===== src/logic/thermal_overload_pkg.sv =====
// constants, field layouts and types of the thermal overload output stage
package thermal_overload_pkg;
  localparam int CLK_PERIOD_NS  = 100;
  localparam int DELAY_STEP_NS  = 5_000_000;
  localparam int DELAY_STEP_CYC = (DELAY_STEP_NS + CLK_PERIOD_NS - 1) / CLK_PERIOD_NS;
  localparam int TH_W           = 11;
  localparam int DLY_W          = 20;
  localparam int K_W            = 10;
  localparam int CUR_W          = 16;
  localparam int NLVL           = 4;
  // register byte addresses
  localparam logic [7:0] A_CTRL    = 8'h00;
  localparam logic [7:0] A_STATUS  = 8'h04;
  localparam logic [7:0] A_SF      = 8'h08;
  localparam logic [7:0] A_AMB_T   = 8'h0C;
  localparam logic [7:0] A_AMB_K   = 8'h10;
  localparam logic [7:0] A_SET0    = 8'h20;
  localparam logic [7:0] A_SET1    = 8'h40;
  localparam logic [7:0] SET_MASK  = 8'hE0;
  localparam logic [7:0] A_DLY_OFS = 8'h10;
  // control fields
  localparam int CTRL_EN_LSB   = 0;
  localparam int CTRL_MODE_LSB = 4;
  localparam int CTRL_SEL_BIT  = 8;
  localparam int AMB_HI_LSB    = 16;
  // status fields
  localparam int ST_OUT_LSB  = 0;
  localparam int ST_START    = 4;
  localparam int ST_BLK      = 5;
  localparam int ST_COND_LSB = 8;
  localparam int ST_LOAD_LSB = 12;
  localparam int ST_SF_FLT   = 16;
  localparam int ST_AMB_FLT  = 17;
  localparam int ST_TEST     = 18;
  // reset values, levels in 0.1 % of thermal capacity
  localparam logic [TH_W-1:0] LVL_A1_RST   = 11'h190;
  localparam logic [TH_W-1:0] LVL_A2_RST   = 11'h190;
  localparam logic [TH_W-1:0] LVL_INH_RST  = 11'h320;
  localparam logic [TH_W-1:0] LVL_TRIP_RST = 11'h3E8;
  localparam logic [K_W-1:0]  K_ONE        = 10'h064;
  localparam logic [K_W-1:0]  K_MAX        = 10'h1F4;
  localparam logic [K_W-1:0]  SF_MIN       = 10'h064;
  localparam logic [K_W-1:0]  SF_MAX       = 10'h1F4;
  localparam logic [9:0]      AMB_TLO_RST  = 10'h000;
  localparam logic [9:0]      AMB_THI_RST  = 10'h02D;
  // current in 0.001 x nominal
  localparam logic [CUR_W-1:0] LIGHT_LIM = 16'h000A;
  localparam logic [CUR_W-1:0] HIGH_LIM  = 16'h07D0;
  // operating mode encodings
  localparam logic [2:0] MODE_ON       = 3'h0;
  localparam logic [2:0] MODE_BLOCKED  = 3'h1;
  localparam logic [2:0] MODE_TEST     = 3'h2;
  localparam logic [2:0] MODE_TEST_BLK = 3'h3;
  localparam logic [2:0] MODE_OFF      = 3'h4;
  // condition codes
  localparam logic [2:0] COND_NORMAL  = 3'h0;
  localparam logic [2:0] COND_ALARM1  = 3'h1;
  localparam logic [2:0] COND_ALARM2  = 3'h2;
  localparam logic [2:0] COND_INHIBIT = 3'h3;
  localparam logic [2:0] COND_TRIP    = 3'h4;
  localparam logic [2:0] COND_BLOCKED = 3'h5;
  // load classes
  localparam logic [1:0] LOAD_LIGHT  = 2'h0;
  localparam logic [1:0] LOAD_NORMAL = 2'h1;
  localparam logic [1:0] LOAD_OVER   = 2'h2;
  localparam logic [1:0] LOAD_HIGH   = 2'h3;
  localparam logic [1:0] HTRANS_NONSEQ = 2'h2;
  typedef enum logic [2:0] {
    ST_IDLE    = 3'b001,
    ST_STARTED = 3'b010,
    ST_BLOCKED = 3'b100
  } seq_state_t;
endpackage


===== src/logic/thermal_overload_stage.sv =====
// thermal overload output stage: thresholds, trip delay, blocking and ahb-lite registers
`timescale 1ns/1ps
// Function
// - threshold levels are compared only against the thermal capacity value from the thermal image
// - alarm 1 asserts when enabled and capacity reaches its level, default 40 %
// - alarm 2 asserts when enabled at its own independent level, default 40 %
// - restart inhibit asserts when enabled at inhibit level, default 80 %
// - trip asserts when enabled at trip level 100 %; all enables reset off
// - active parameter set may be switched while running, applied at once
// - blocking input is sampled once at the start of each program cycle
// - pick-up without blocking raises start and runs the operate delay
// - pick-up with blocking raises blocked and nothing further is done
// - blocking during start clears start and releases like pick-up dropping
// - operating mode on, blocked, test, test-and-blocked or off
// - condition code reported; normal condition drives no alarm, inhibit or trip output
// - load classed light, normal, overloading or high overload from current
// - invalid service factor raises a fault and 1.0 is used instead
// - inconsistent ambient settings raise a fault and 1.0 is used instead
module thermal_overload_stage
  import thermal_overload_pkg::*;
#(
  parameter int STEP_CYC = DELAY_STEP_CYC
) (
  input  wire logic                                     hclk,
  input  wire logic                                     hresetn,
  input  wire logic                                     ce,
  input  wire logic                                     hsel,
  input  wire logic [31:0]                              haddr,
  input  wire logic [1:0]                               htrans,
  input  wire logic                                     hwrite,
  input  wire logic [2:0]                               hsize,
  input  wire logic [31:0]                              hwdata,
  input  wire logic                                     hready,
  output logic      [31:0]                              hrdata,
  output logic                                          hreadyout,
  output logic                                          hresp,
  input  wire logic                                     cycle_tick,
  input  wire logic [thermal_overload_pkg::TH_W-1:0]    theta,
  input  wire logic [thermal_overload_pkg::CUR_W-1:0]   i_meas,
  input  wire logic [thermal_overload_pkg::CUR_W-1:0]   i_pickup,
  input  wire logic [thermal_overload_pkg::K_W-1:0]     k_amb_calc,
  input  wire logic                                     block_in,
  output logic                                          alarm1,
  output logic                                          alarm2,
  output logic                                          inhibit,
  output logic                                          trip,
  output logic                                          start,
  output logic                                          blocked,
  output logic      [2:0]                               condition,
  output logic      [1:0]                               load_class,
  output logic                                          sf_fault,
  output logic                                          amb_fault,
  output logic      [thermal_overload_pkg::K_W-1:0]     service_factor_used,
  output logic      [thermal_overload_pkg::K_W-1:0]     k_amb_used,
  output logic                                          test_mode
);
  import thermal_overload_pkg::*;

  // register file
  logic [NLVL-1:0]  en_r, en_nxt;
  logic [2:0]       mode_r, mode_nxt;
  logic             sel_r, sel_nxt;
  logic [TH_W-1:0]  lvl_r [2][NLVL];
  logic [TH_W-1:0]  lvl_nxt [2][NLVL];
  logic [DLY_W-1:0] dly_r [2];
  logic [DLY_W-1:0] dly_nxt [2];
  logic [K_W-1:0]   sf_r, sf_nxt;
  logic [9:0]       tlo_r, tlo_nxt, thi_r, thi_nxt;
  logic [K_W-1:0]   klo_r, klo_nxt, khi_r, khi_nxt;
  logic             wpend_r, wpend_nxt;
  logic [7:0]       waddr_r, waddr_nxt;
  logic [31:0]      hrdata_nxt;
  logic [31:0]      status_w;
  logic             acc;
  logic [7:0]       a8, wa_set;
  logic             wsel;
  logic [1:0]       widx;

  // evaluation state
  logic             blk_s1_r, blk_s2_r;
  logic             blk_r, blk_nxt;
  seq_state_t       st_r, st_nxt;
  logic [$clog2(STEP_CYC+1)-1:0] pre_r, pre_nxt;
  logic [DLY_W-1:0] cnt_r, cnt_nxt;
  logic             a1_nxt, a2_nxt, inh_nxt, trip_nxt;
  logic [2:0]       cond_nxt;
  logic [1:0]       load_nxt;
  logic             blk_eff, off;
  logic [NLVL-1:0]  hit;

  assign acc       = hsel && hready && (htrans == HTRANS_NONSEQ);
  assign a8        = haddr[7:0];
  assign hreadyout = ce;  // a frozen stage holds the bus rather than lose a write
  assign hresp     = 1'b0;
  assign wa_set    = waddr_r & SET_MASK;
  assign wsel      = (wa_set == A_SET1);
  assign widx      = waddr_r[3:2];

  assign status_w = {13'h0000, test_mode, amb_fault, sf_fault,
                     2'h0, load_class, 1'b0, condition,
                     2'h0, blocked, start, trip, inhibit, alarm2, alarm1};

  always_comb begin
    en_nxt    = en_r;
    mode_nxt  = mode_r;
    sel_nxt   = sel_r;
    lvl_nxt   = lvl_r;
    dly_nxt   = dly_r;
    sf_nxt    = sf_r;
    tlo_nxt   = tlo_r;
    thi_nxt   = thi_r;
    klo_nxt   = klo_r;
    khi_nxt   = khi_r;
    wpend_nxt = acc && hwrite;
    waddr_nxt = acc ? a8 : waddr_r;
    hrdata_nxt = hrdata;
    if (wpend_r) begin
      case (waddr_r)
        A_CTRL: begin
          en_nxt   = hwdata[CTRL_EN_LSB +: NLVL];
          mode_nxt = hwdata[CTRL_MODE_LSB +: 3];
          sel_nxt  = hwdata[CTRL_SEL_BIT];
        end
        A_SF:    sf_nxt = hwdata[K_W-1:0];
        A_AMB_T: begin
          tlo_nxt = hwdata[9:0];
          thi_nxt = hwdata[AMB_HI_LSB +: 10];
        end
        A_AMB_K: begin
          klo_nxt = hwdata[K_W-1:0];
          khi_nxt = hwdata[AMB_HI_LSB +: K_W];
        end
        default: begin
          if ((wa_set == A_SET0) || wsel) begin
            if (waddr_r[4]) dly_nxt[wsel] = hwdata[DLY_W-1:0];
            else lvl_nxt[wsel][widx] = hwdata[TH_W-1:0];
          end
        end
      endcase
    end
    if (acc && !hwrite) begin
      hrdata_nxt = 32'h0000_0000;  // unmapped reads as zero
      case (a8)
        A_CTRL:   hrdata_nxt = {23'h000000, sel_r, 1'b0, mode_r, en_r};
        A_STATUS: hrdata_nxt = status_w;
        A_SF:     hrdata_nxt = {22'h000000, sf_r};
        A_AMB_T:  hrdata_nxt = {6'h00, thi_r, 6'h00, tlo_r};
        A_AMB_K:  hrdata_nxt = {6'h00, khi_r, 6'h00, klo_r};
        default: begin
          if (((a8 & SET_MASK) == A_SET0) || ((a8 & SET_MASK) == A_SET1)) begin
            if (a8[4]) hrdata_nxt = {12'h000, dly_r[(a8 & SET_MASK) == A_SET1]};
            else hrdata_nxt = {21'h000000, lvl_r[(a8 & SET_MASK) == A_SET1][a8[3:2]]};
          end
        end
      endcase
    end
  end

  always_ff @(posedge hclk or negedge hresetn) begin
    if (!hresetn) begin
      en_r    <= '0;
      mode_r  <= MODE_ON;
      sel_r   <= 1'b0;
      for (int s = 0; s < 2; s++) begin
        lvl_r[s][0] <= LVL_A1_RST;
        lvl_r[s][1] <= LVL_A2_RST;
        lvl_r[s][2] <= LVL_INH_RST;
        lvl_r[s][3] <= LVL_TRIP_RST;
        dly_r[s]    <= '0;
      end
      sf_r    <= K_ONE;
      tlo_r   <= AMB_TLO_RST;
      thi_r   <= AMB_THI_RST;
      klo_r   <= K_ONE;
      khi_r   <= K_ONE;
      wpend_r <= 1'b0;
      waddr_r <= '0;
      hrdata  <= '0;
    end else if (ce) begin
      en_r    <= en_nxt;
      mode_r  <= mode_nxt;
      sel_r   <= sel_nxt;
      lvl_r   <= lvl_nxt;
      dly_r   <= dly_nxt;
      sf_r    <= sf_nxt;
      tlo_r   <= tlo_nxt;
      thi_r   <= thi_nxt;
      klo_r   <= klo_nxt;
      khi_r   <= khi_nxt;
      wpend_r <= wpend_nxt;
      waddr_r <= waddr_nxt;
      hrdata  <= hrdata_nxt;
    end
  end

  // blocking comes from another block's logic; synchronised before use
  always_ff @(posedge hclk or negedge hresetn) begin
    if (!hresetn) begin
      blk_s1_r <= 1'b0;
      blk_s2_r <= 1'b0;
    end else if (ce) begin
      blk_s1_r <= block_in;
      blk_s2_r <= blk_s1_r;
    end
  end

  // the selected set is read live, so a set switch takes effect next cycle
  always_comb begin
    for (int k = 0; k < NLVL; k++) begin
      hit[k] = en_r[k] && (theta >= lvl_r[sel_r][k]);
    end
  end

  assign off     = (mode_r == MODE_OFF);
  // on a tick the fresh synchronised sample counts, otherwise the one held from the last tick
  assign blk_eff = (cycle_tick ? blk_s2_r : blk_r)
                   || (mode_r == MODE_BLOCKED) || (mode_r == MODE_TEST_BLK);

  always_comb begin
    blk_nxt   = cycle_tick ? blk_s2_r : blk_r;
    st_nxt    = st_r;
    a1_nxt    = alarm1;
    a2_nxt    = alarm2;
    inh_nxt   = inhibit;
    load_nxt  = load_class;
    pre_nxt   = pre_r;
    cnt_nxt   = cnt_r;
    if (cycle_tick) begin
      // decisions use this cycle's sample, not the stale one
      if (off || !hit[3]) st_nxt = ST_IDLE;
      else if (blk_eff)
        st_nxt = ST_BLOCKED;
      else st_nxt = ST_STARTED;
      a1_nxt  = hit[0] && !off;
      a2_nxt  = hit[1] && !off;
      inh_nxt = hit[2] && !off;
      if (i_meas < LIGHT_LIM) load_nxt = LOAD_LIGHT;
      else if (i_meas > HIGH_LIM) load_nxt = LOAD_HIGH;
      else if (i_meas > i_pickup) load_nxt = LOAD_OVER;
      else load_nxt = LOAD_NORMAL;
    end
    // operate delay runs only while started; leaving start releases it
    if (st_r == ST_STARTED && st_nxt == ST_STARTED) begin
      if (cnt_r < dly_r[sel_r]) begin
        if (pre_r == ($clog2(STEP_CYC+1))'(STEP_CYC - 1)) begin
          pre_nxt = '0;
          cnt_nxt = cnt_r + 1'b1;
        end else begin
          pre_nxt = pre_r + 1'b1;
        end
      end
    end else begin
      pre_nxt = '0;
      cnt_nxt = '0;
    end
    // registered count, so every delay step adds exactly one full step of clocks
    trip_nxt = (st_nxt == ST_STARTED) && (st_r == ST_STARTED)
               && (cnt_r >= dly_r[sel_r]);
    if (st_nxt == ST_BLOCKED) cond_nxt = COND_BLOCKED;
    else if (trip_nxt) cond_nxt = COND_TRIP;
    else if (inh_nxt) cond_nxt = COND_INHIBIT;
    else if (a2_nxt) cond_nxt = COND_ALARM2;
    else if (a1_nxt) cond_nxt = COND_ALARM1;
    else cond_nxt = COND_NORMAL;
  end

  always_ff @(posedge hclk or negedge hresetn) begin
    if (!hresetn) begin
      blk_r      <= 1'b0;
      st_r       <= ST_IDLE;
      pre_r      <= '0;
      cnt_r      <= '0;
      alarm1     <= 1'b0;
      alarm2     <= 1'b0;
      inhibit    <= 1'b0;
      trip       <= 1'b0;
      start      <= 1'b0;
      blocked    <= 1'b0;
      condition  <= COND_NORMAL;
      load_class <= LOAD_LIGHT;
    end else if (ce) begin
      blk_r      <= blk_nxt;
      st_r       <= st_nxt;
      pre_r      <= pre_nxt;
      cnt_r      <= cnt_nxt;
      alarm1     <= a1_nxt;
      alarm2     <= a2_nxt;
      inhibit    <= inh_nxt;
      trip       <= trip_nxt;
      start      <= (st_nxt == ST_STARTED);
      blocked    <= (st_nxt == ST_BLOCKED);
      condition  <= cond_nxt;
      load_class <= load_nxt;
    end
  end

  // setting supervision is continuous so a bad write is flagged at once
  always_ff @(posedge hclk or negedge hresetn) begin
    if (!hresetn) begin
      sf_fault            <= 1'b0;
      amb_fault           <= 1'b0;
      service_factor_used <= K_ONE;
      k_amb_used          <= K_ONE;
      test_mode           <= 1'b0;
    end else if (ce) begin
      sf_fault  <= (sf_r < SF_MIN) || (sf_r > SF_MAX);
      service_factor_used <= ((sf_r < SF_MIN) || (sf_r > SF_MAX)) ? K_ONE : sf_r;
      amb_fault <= ($signed(tlo_r) >= $signed(thi_r)) || (klo_r == '0) || (khi_r == '0)
                   || (klo_r > K_MAX) || (khi_r > K_MAX);
      k_amb_used <= (($signed(tlo_r) >= $signed(thi_r)) || (klo_r == '0) || (khi_r == '0)
                   || (klo_r > K_MAX) || (khi_r > K_MAX)) ? K_ONE : k_amb_calc;
      test_mode <= (mode_r == MODE_TEST) || (mode_r == MODE_TEST_BLK);
    end
  end
endmodule


===== config.mk =====
export PLATFORM = sky130hd
export DESIGN_NAME = thermal_overload_stage
export DESIGN_NICKNAME = d
export VERILOG_FILES = /design/src/logic/thermal_overload_pkg.sv /design/src/logic/thermal_overload_stage.sv
export SDC_FILE = /design/constraint.sdc
export NUM_CORES = 1
export LEC_CHECK = 0
export BUFFER_PORTS_ARGS = -buffer_cell sky130_fd_sc_hd__buf_4
export CAP_MARGIN = 20
export CORE_MARGIN = 4
export CORE_UTILIZATION = 40
export DETAILED_ROUTE_END_ITERATION = 12
export SYNTH_ARGS = -nofsm -noshare
export SYNTH_HDL_FRONTEND = slang
export SYNTH_SLANG_ARGS = --single-unit

===== constraint.sdc =====
create_clock -name hclk -period 7.6 [get_ports hclk]
set_input_delay 1.14 -clock hclk [delete_from_list [all_inputs] [get_ports hclk]]
set_output_delay 1.14 -clock hclk [all_outputs]
set_load 0.02 [all_outputs]

==> results of run 1 <==
[how the worst min path moves through the flow]
stage,startpoint,to
global placement,k_amb_used[6],k_amb_used[6]
detailed placement,k_amb_used[5],k_amb_used[5]
finish,k_amb_used[5],k_amb_used[5]
floorplan,pre_r[14],pre_r[14]
global route,service_factor_used[5],service_factor_used[5]
CTS,k_amb_used[2],k_amb_used[2]
[worst max-delay path, stage by stage (launching register included)]
cell     delay [ns]
dfrtp_4        0.99
buf_4          0.48
mux2i_1        0.31
ha_1           0.29
a21oi_1        0.17
o21ai_0        0.23
o31ai_4        0.72
nand2_1        0.58
or4_1          0.67
o31ai_1        0.20
[synthesized netlist by cell type, drive strengths merged, types with 25 or more instances]
| library cell | count | area, sq um |
|---|---|---|
| inv | 55 | 206 |
| nand2 | 96 | 363 |
| dfstp | 50 | 1310 |
| mux2i | 88 | 881 |
| nand4 | 26 | 169 |
| nand3 | 29 | 145 |
| ha | 92 | 1150 |
| mux2 | 193 | 2170 |
| dfrtp | 246 | 6160 |
| clkbuf | 69 | 260 |
| o21ai | 65 | 325 |
| nor2 | 92 | 345 |
| buf | 25 | 140 |
| a21oi | 58 | 290 |
[metrics by stage]
| step | total power, mW | hold WS (ns) | setup WS, ns | instances |
|---|---|---|---|---|
| after global routing | 4.32 | 0.510 | 2.58 | 2178 |
| final | 4.14 | 0.490 | 2.86 | 2179 |
| after floorplan | 2.12 | 0.464 | 4.28 | 1498 |
| after global placement | 2.40 | 0.478 | 2.83 | 2109 |
| after CTS | 4.18 | 0.494 | 2.83 | 2175 |
| after detailed placement | 2.41 | 0.483 | 2.87 | 2109 |
[report_power, final]
group,internal (mW),switching (mW),total (mW)
clock,1.06,0.699,1.76
sequential,1.67,0.0928,1.77
combinational,0.251,0.365,0.615
[state kept, by name (all words and copies together) (netlist names), 2 cells and up]
name                 flops
cnt_r                   20
condition                3
dly_r                   40
en_r                     4
hrdata                  26
k_amb_used              10
khi_r                   10
klo_r                   10
load_class               2
lvl_r                   88
mode_r                   3
pre_r                   16
service_factor_used     10
sf_r                    10
st_r                     3
thi_r                   10
tlo_r                   10
waddr_r                  8
[layout by cell type, fill, tap and decap left out, types with 16 or more instances in the layout]
| master | instances |
|---|---|
| clkbuf_16 | 36 |
| nand3_1 | 29 |
| dfstp_2 | 50 |
| inv_1 | 55 |
| nor2_1 | 90 |
| mux4_2 | 22 |
| a21oi_1 | 58 |
| a31oi_1 | 16 |
| nor2b_1 | 18 |
| ha_1 | 92 |
| a21o_1 | 22 |
| a22o_1 | 18 |
| o21ai_0 | 56 |
| o211ai_1 | 16 |
| mux2i_1 | 88 |
| nand2_1 | 95 |
| nand4_1 | 25 |
| mux2_2 | 193 |
| buf_4 | 173 |
| a22oi_1 | 16 |
| dfrtp_1 | 245 |
[layout make-up]
type,instances,area (sq um),area share
Clock inverter,11,139,0.00711
Multi-Input combinational cell,1052,8610,0.441
Sequential cell,296,7470,0.383
Timing Repair Buffer,176,1350,0.0691
Tap cell,532,666,0.0341
Clock buffer,55,1080,0.0554
Inverter,56,210,0.0108
Antenna cell,1,2.50,0.000128
[routing by layer]
layer,track usage,wire [microns]
met1,0.308,22100
met2,0.337,22300
met3,0.0286,2580
met4,0.0601,1250
met5,0,0
[cells by family after synthesis]
logic type,Yosys count
muxes,303
DFF,296
adders and majority gates,92
buffers and inverters,150
other,1
xor gates and xnor gates,1
and+or+nand+nor,340
AOI/OAI and AO/OA,309
==> summary.txt, run 1 <==
Place
  – Port Buf Inserts: 157
  – Dpl cell area: 18300 sq um
  – Post-DP HPWL: 33100 microns
  – Placer Congestion: 0.861

Route
  – Total Wirelength: 48300 microns
  – Drt pass-1 iters: 5
  – Wirelength per Cell: 22.2 microns
  – Via-per-instance ratio: 5.83
  – Vias: 12700
  – DR iter-0 viols: 816
  – Post-route ant nets: 0
  – Drt drc: 0

Critical path
  – Worst reg2reg setup slack: 2.86 ns
  – Worst EP arrival: 5.18 ns
  – FF-to-FF End: cnt_r[13]
  – Critical Path Fanout Max: 49
  – Worst R2R Path Depth: 9
  – Worst setup startpoint: sel_r
  – Critical Path Start Type: register
  – Worst Setup EP: cnt_r[13]
  – Critical R2R Launch: sel_r
  – Critical path data required time: 8.03 ns
  – Crit end category: register
  – WS Path Type: reg -> reg

STA
  – RSZ-0062 raised after global routing: false
  – Post-route setup TNS: 0 ns
  – Slew @ Worst Pin: 1.13 ns
  – Slew Limit Fails: 0
  – Clock skew: 0.0159 ns
  – Period utilization: 0.624
  – Final setup vio count: 0
  – Final Hold Fails: 0
  – Tmin final: 4.74 ns
  – Slew headroom: 0.243
  – Fmax: 0.211 GHz

Clock network
  – CTS tree: built
  – CTS clock-pin slew for the worst setup and hold paths: 0.06 ns
  – Worst-Skew Late Latency: 0.54 ns
  – Setup Fix Bufs, Post-CTS: 0
  – # clock sinks: 296
  – Max clock buf depth: 3
  – CTS resizes: 0
  – Cts bufs inserted: 36
  – Cts hold-fix bufs: 0
  – H-tree depth: 2
  – Root buffer cell: clkbuf_16

Global routing
  – Total GRT Usage: 0.213
  – Largest net degree at the start of global routing: 123
  – First-pass GRT wire length: 74900 microns
  – Initial antenna violation count: 0
  – Number of global-route vias before repair: 12800
  – Grt ovf: 0

Final layout
  – Final Util: 0.476
  – Layout cells sized above 1: 0.316
  – Fin area: 19500 sq um
  – Nets: 1840
  – Layout fillers: 3778
  – Layout overhead on the synthesized area: 17.4%

Synth
  – Avg Cell Area, Syn: 11.2 sq um
  – Mapped Area: 16600 sq um
  – Compound-Gate Fraction of Synth Area: 0.128
  – Register area share after synthesis: 0.449
  – Mux contribution to synthesized area: 0.213
  – Prevailing post-synth register cell: dfrtp_1
  – FF+latch count, synth: 296
  – Library cells used by synthesis: 81
  – Simple-gate share of the synthesized area: 0.103
  – Adder-cell area share of the yosys netlist: 0.0692
  – XOR/XNOR Fraction of Synth Area: 0.000526
  – Combinational family with the most area after synthesis: multiplexers
  – YS warnings: 0
  – Synthesized instance count: 1492
  – Ys async rst share: 1.00
  – Number of flops mapped to enable cells by yosys: 0

Power and ir drop
  – PwrDens: 212 nW/um^2
  – Peak supply drop: 0.125 mV
  – Leak: 8.83 nW

Status
  – Status: completed

Worst hold path
  – Hold Path Stages: 2
  – Hold WC Path Type: reg -> reg

Flow run
  – Max-cap violations: 0

Floorplanning
  – Top Ports: 198
  – DIE AREA: 44900 sq um
  – Initial core utilization: 0.406
  – Die span in x: 212 microns
  – Std cell rows: 74
  – Die height: 212 microns
  – CORE AREA: 41000 sq um
No activity file was read; power rests on OpenSTA's default activity.
==> run 2, diff against run 1 <==
- ABC_AREA: default -> 1
- clock period: 7.6 -> 4.7 ns (I/O delays scaled with it)
==> run 2 against run 1 <==
  * Critical path depth is 8 higher
  * Sequential power is 57% higher
  * Combinational power is 43% higher
  * Cell area is 0.28% higher
  * Worst hold slack worse by 0.28 ns
  * Total power is 55% higher
  * Synthesized cell count is 44% higher
  * Area after synthesis is 1.1% higher
  * Final cell count is 29% higher
  * Clock power is 56% higher
  * Global-route usage is 1.7 points higher
  * Die area is 1.0% higher
==> summary.txt, run 2 <==
Status
  – Status: completed

Critical path
  – Crit-path slowest cell: dfrtp_4
  – Buf/Inv on CP: 2
  – Worst EP arrival: 4.24 ns
  – Critical Path Start Type: register
  – Critical Path Fanout Max: 68
  – WS Path Type: reg -> reg
  – Most frequent cell on the critical path: nand2_1
  – Worst-path cell chain: o21ai_0, ha_1, nand2_1, inv_1, nand2_1, nand2_1, a21boi_1, nand2_1, nand3_1, nand2_1, nand2_1, nor2_4, o211ai_1, buf_4, nand2_1, nand2_1, nand2_1
  – Critical path data required time: 5.11 ns
  – Critical R2R Launch: sel_r
  – Crit end category: register
  – Worst reg2reg setup slack: 0.88 ns
  – FF-to-FF End: cnt_r[15]
  – Worst R2R Path Depth: 17
  – Top Family by Delay on Critical Path: simple AND/OR/NAND/NOR gates
  – CP max stage delay: 0.98 ns

Synth
  – Synth area leaders: dfrtp_1 37%, nand2_1 14%, o21ai_0 8.7%, dfstp_2 7.8%, ha_1 6.8%
  – Combinational family with the most area after synthesis: simple AND/OR/NAND/NOR gates
  – Yosys top cell area share: 0.366
  – Mapped Area: 16800 sq um
  – FF+latch count, synth: 296
  – Prevailing post-synth register cell: dfrtp_1
  – Ys async rst share: 1.00
  – XOR/XNOR Fraction of Synth Area: 0.0161
  – Synthesized instance count: 2153
  – Cell taking the most area after synthesis: dfrtp_1
  – Most common cell in the netlist: nand2_1
  – Register area share after synthesis: 0.444
  – Mux contribution to synthesized area: 0.0220
  – Compound-Gate Fraction of Synth Area: 0.144
  – YS warnings: 0
  – Commonest cells in the netlist: 622 x nand2_1, 294 x o21ai_0, 246 x dfrtp_1, 183 x inv_1, 132 x nor2_1
  – Simple-gate share of the synthesized area: 0.234
  – Library cells used by synthesis: 50
  – Adder-cell area share of the yosys netlist: 0.0684
  – Number of flops mapped to enable cells by yosys: 0
  – Avg Cell Area, Syn: 7.81 sq um

Clock network
  – Cts hold-fix bufs: 0
  – CTS tree: built
  – CTS clock-pin slew for the worst setup and hold paths: 0.06 ns
  – CTS resizes: 0
  – Cts bufs inserted: 35
  – H-tree depth: 2
  – Root buffer cell: clkbuf_16
  – Max clock buf depth: 3
  – Setup Fix Bufs, Post-CTS: 0
  – # clock sinks: 296
  – Worst-Skew Late Latency: 0.54 ns

Floorplanning
  – Die span in x: 213 microns
  – Std cell rows: 74
  – DIE AREA: 45400 sq um
  – Die height: 213 microns
  – CORE AREA: 41200 sq um
  – Top Ports: 198
  – Initial core utilization: 0.408

Final layout
  – Largest regs: lvl_r (88), dly_r (40), hrdata (26)
  – Register Area: 7470 sq um
  – Layout overhead on the synthesized area: 16.4%
  – Top reg by flops: lvl_r
  – Max reg flops: 88
  – Layout cells sized above 1: 0.132
  – Commonest non-fill, non-tap cell in the layout: nand2_1
  – Area occupied by multi-input gates: 8180 sq um
  – Fin area: 19600 sq um
  – Most frequent cells in the layout: 621 x nand2_1, 294 x o21ai_0, 245 x dfrtp_1
  – Layout fillers: 4075
  – Nets: 2486
  – Final Util: 0.475
  – # diodes: 0

STA
  – Post-route setup TNS: 0 ns
  – Slew Limit Fails: 0
  – Slew @ Worst Pin: 1.02 ns
  – RSZ-0062 raised after global routing: false
  – Period utilization: 0.814
  – Final setup vio count: 0
  – Hold Slack: 0.209 ns
  – Tmin final: 3.82 ns
  – Clock skew: 0.0166 ns
  – Slew headroom: 0.322
  – Final Hold Fails: 0
  – Fmax: 0.262 GHz

Global routing
  – Initial antenna violation count: 1
  – Number of global-route vias before repair: 14600
  – First-pass GRT wire length: 82200 microns
  – Total GRT Usage: 0.230
  – Largest net degree at the start of global routing: 117
  – Grt ovf: 0

Route
  – Drt drc: 0
  – Via-per-instance ratio: 5.37
  – Vias: 15100
  – Post-route ant nets: 0
  – Total Wirelength: 52600 microns
  – Drt pass-1 iters: 5
  – DR iter-0 viols: 1436
  – Wirelength per Cell: 18.6 microns

Power and ir drop
  – P_sw: 1.74 mW
  – Clock network power share: 0.428
  – Int Power: 4.66 mW
  – Sequential Power Share: 0.434
  – Peak supply drop: 0.221 mV
  – Comb pwr share: 0.137
  – Leak: 8.90 nW
  – PwrDens: 327 nW/um^2
  – Sw frac: 0.272
  – Total power: 6.40 mW

Place
  – Port Buf Inserts: 157
  – Post-DP HPWL: 37100 microns
  – Dpl cell area: 18400 sq um
  – Placer Congestion: 0.863

Flow run
  – Max-cap violations: 0

Worst hold path
  – Hold WC Path Type: in -> async
## run 2: cell count changes in the layout (fill, tap and decap cells not counted), sizes merged, moves of 12 or more
cell,before,now
nand2,96,625
o21ai,65,295
mux2,193,0
inv,55,192
nand3,29,103
mux2i,88,37
nor2,92,137
xor2,0,23
mux4,22,0
a21o,22,1
nand4,26,47
nor2b,18,0
a22o,18,2
nor3,14,26
## run 2: per-stage QoR
step | std cells | setup slack (ns)
CTS | 2818 | 0.897
floorplan | 2159 | 1.72
global route | 2820 | 0.468
finish | 2820 | 0.876
global placement | 2757 | 0.921
detailed placement | 2757 | 0.915
## run 2: worst max path at each step
stage / from / to / slack (ns) / cells past startpoint
after floorplan: sel_r / pre_r[7] / 1.72 / 19
after global placement: sel_r / cnt_r[0] / 0.92 / 16
after detailed placement: sel_r / cnt_r[18] / 0.91 / 16
after CTS: sel_r / cnt_r[18] / 0.90 / 16
after global routing: sel_r / cnt_r[19] / 0.47 / 17
final: sel_r / cnt_r[15] / 0.88 / 17
## run 2: worst reg2reg max path: cells and delay by family, from the launching register on
family	cells	cell delay, ns
AO/OA/AOI/OAI	3	0.49
AND/OR/NAND/NOR	11	1.56
buffers and inverters	2	0.33
flip-flops	1	0.98
adder cells (fa/ha/maj)	1	0.35
## run 2: area by class of cell
cell class | count | area share
Tap cell | 532 | 0.0340
Sequential cell | 296 | 0.382
Clock inverter | 10 | 0.00786
Multi-Input combinational cell | 1559 | 0.418
Clock buffer | 51 | 0.0503
Timing Repair Buffer | 179 | 0.0717
Inverter | 193 | 0.0370
## run 2: cell families (layout without fill, tap and decap cells)
group	count (synthesis)	count (layout)
AND/OR/NAND/NOR	956	956
AO/OA/AOI/OAI	436	436
buffers and inverters	304	433
flip-flops	296	296
adder cells (fa/ha/maj)	92	92
multiplexers	37	37
XOR/XNOR	31	31
other	1	7
## run 2: metal layers
| layer | routed length [microns] | up-vias | global-route usage |
|---|---|---|---|
| li1 | - | 7353 | - |
| met1 | 23900 | 7289 | 0.326 |
| met2 | 24100 | 433 | 0.366 |
| met3 | 3280 | 73 | 0.0370 |
| met4 | 1280 | 0 | 0.0662 |
| met5 | 0 | - | 0 |
## run 2: power by group through the flow
stage	combinational (mW)	clock, mW	sequential, mW
finish	0.879	2.74	2.78
global route	0.982	2.92	2.79
floorplan	0.468	0	2.83
CTS	0.885	2.81	2.78
detailed placement	0.879	0	2.82
global placement	0.863	0	2.82
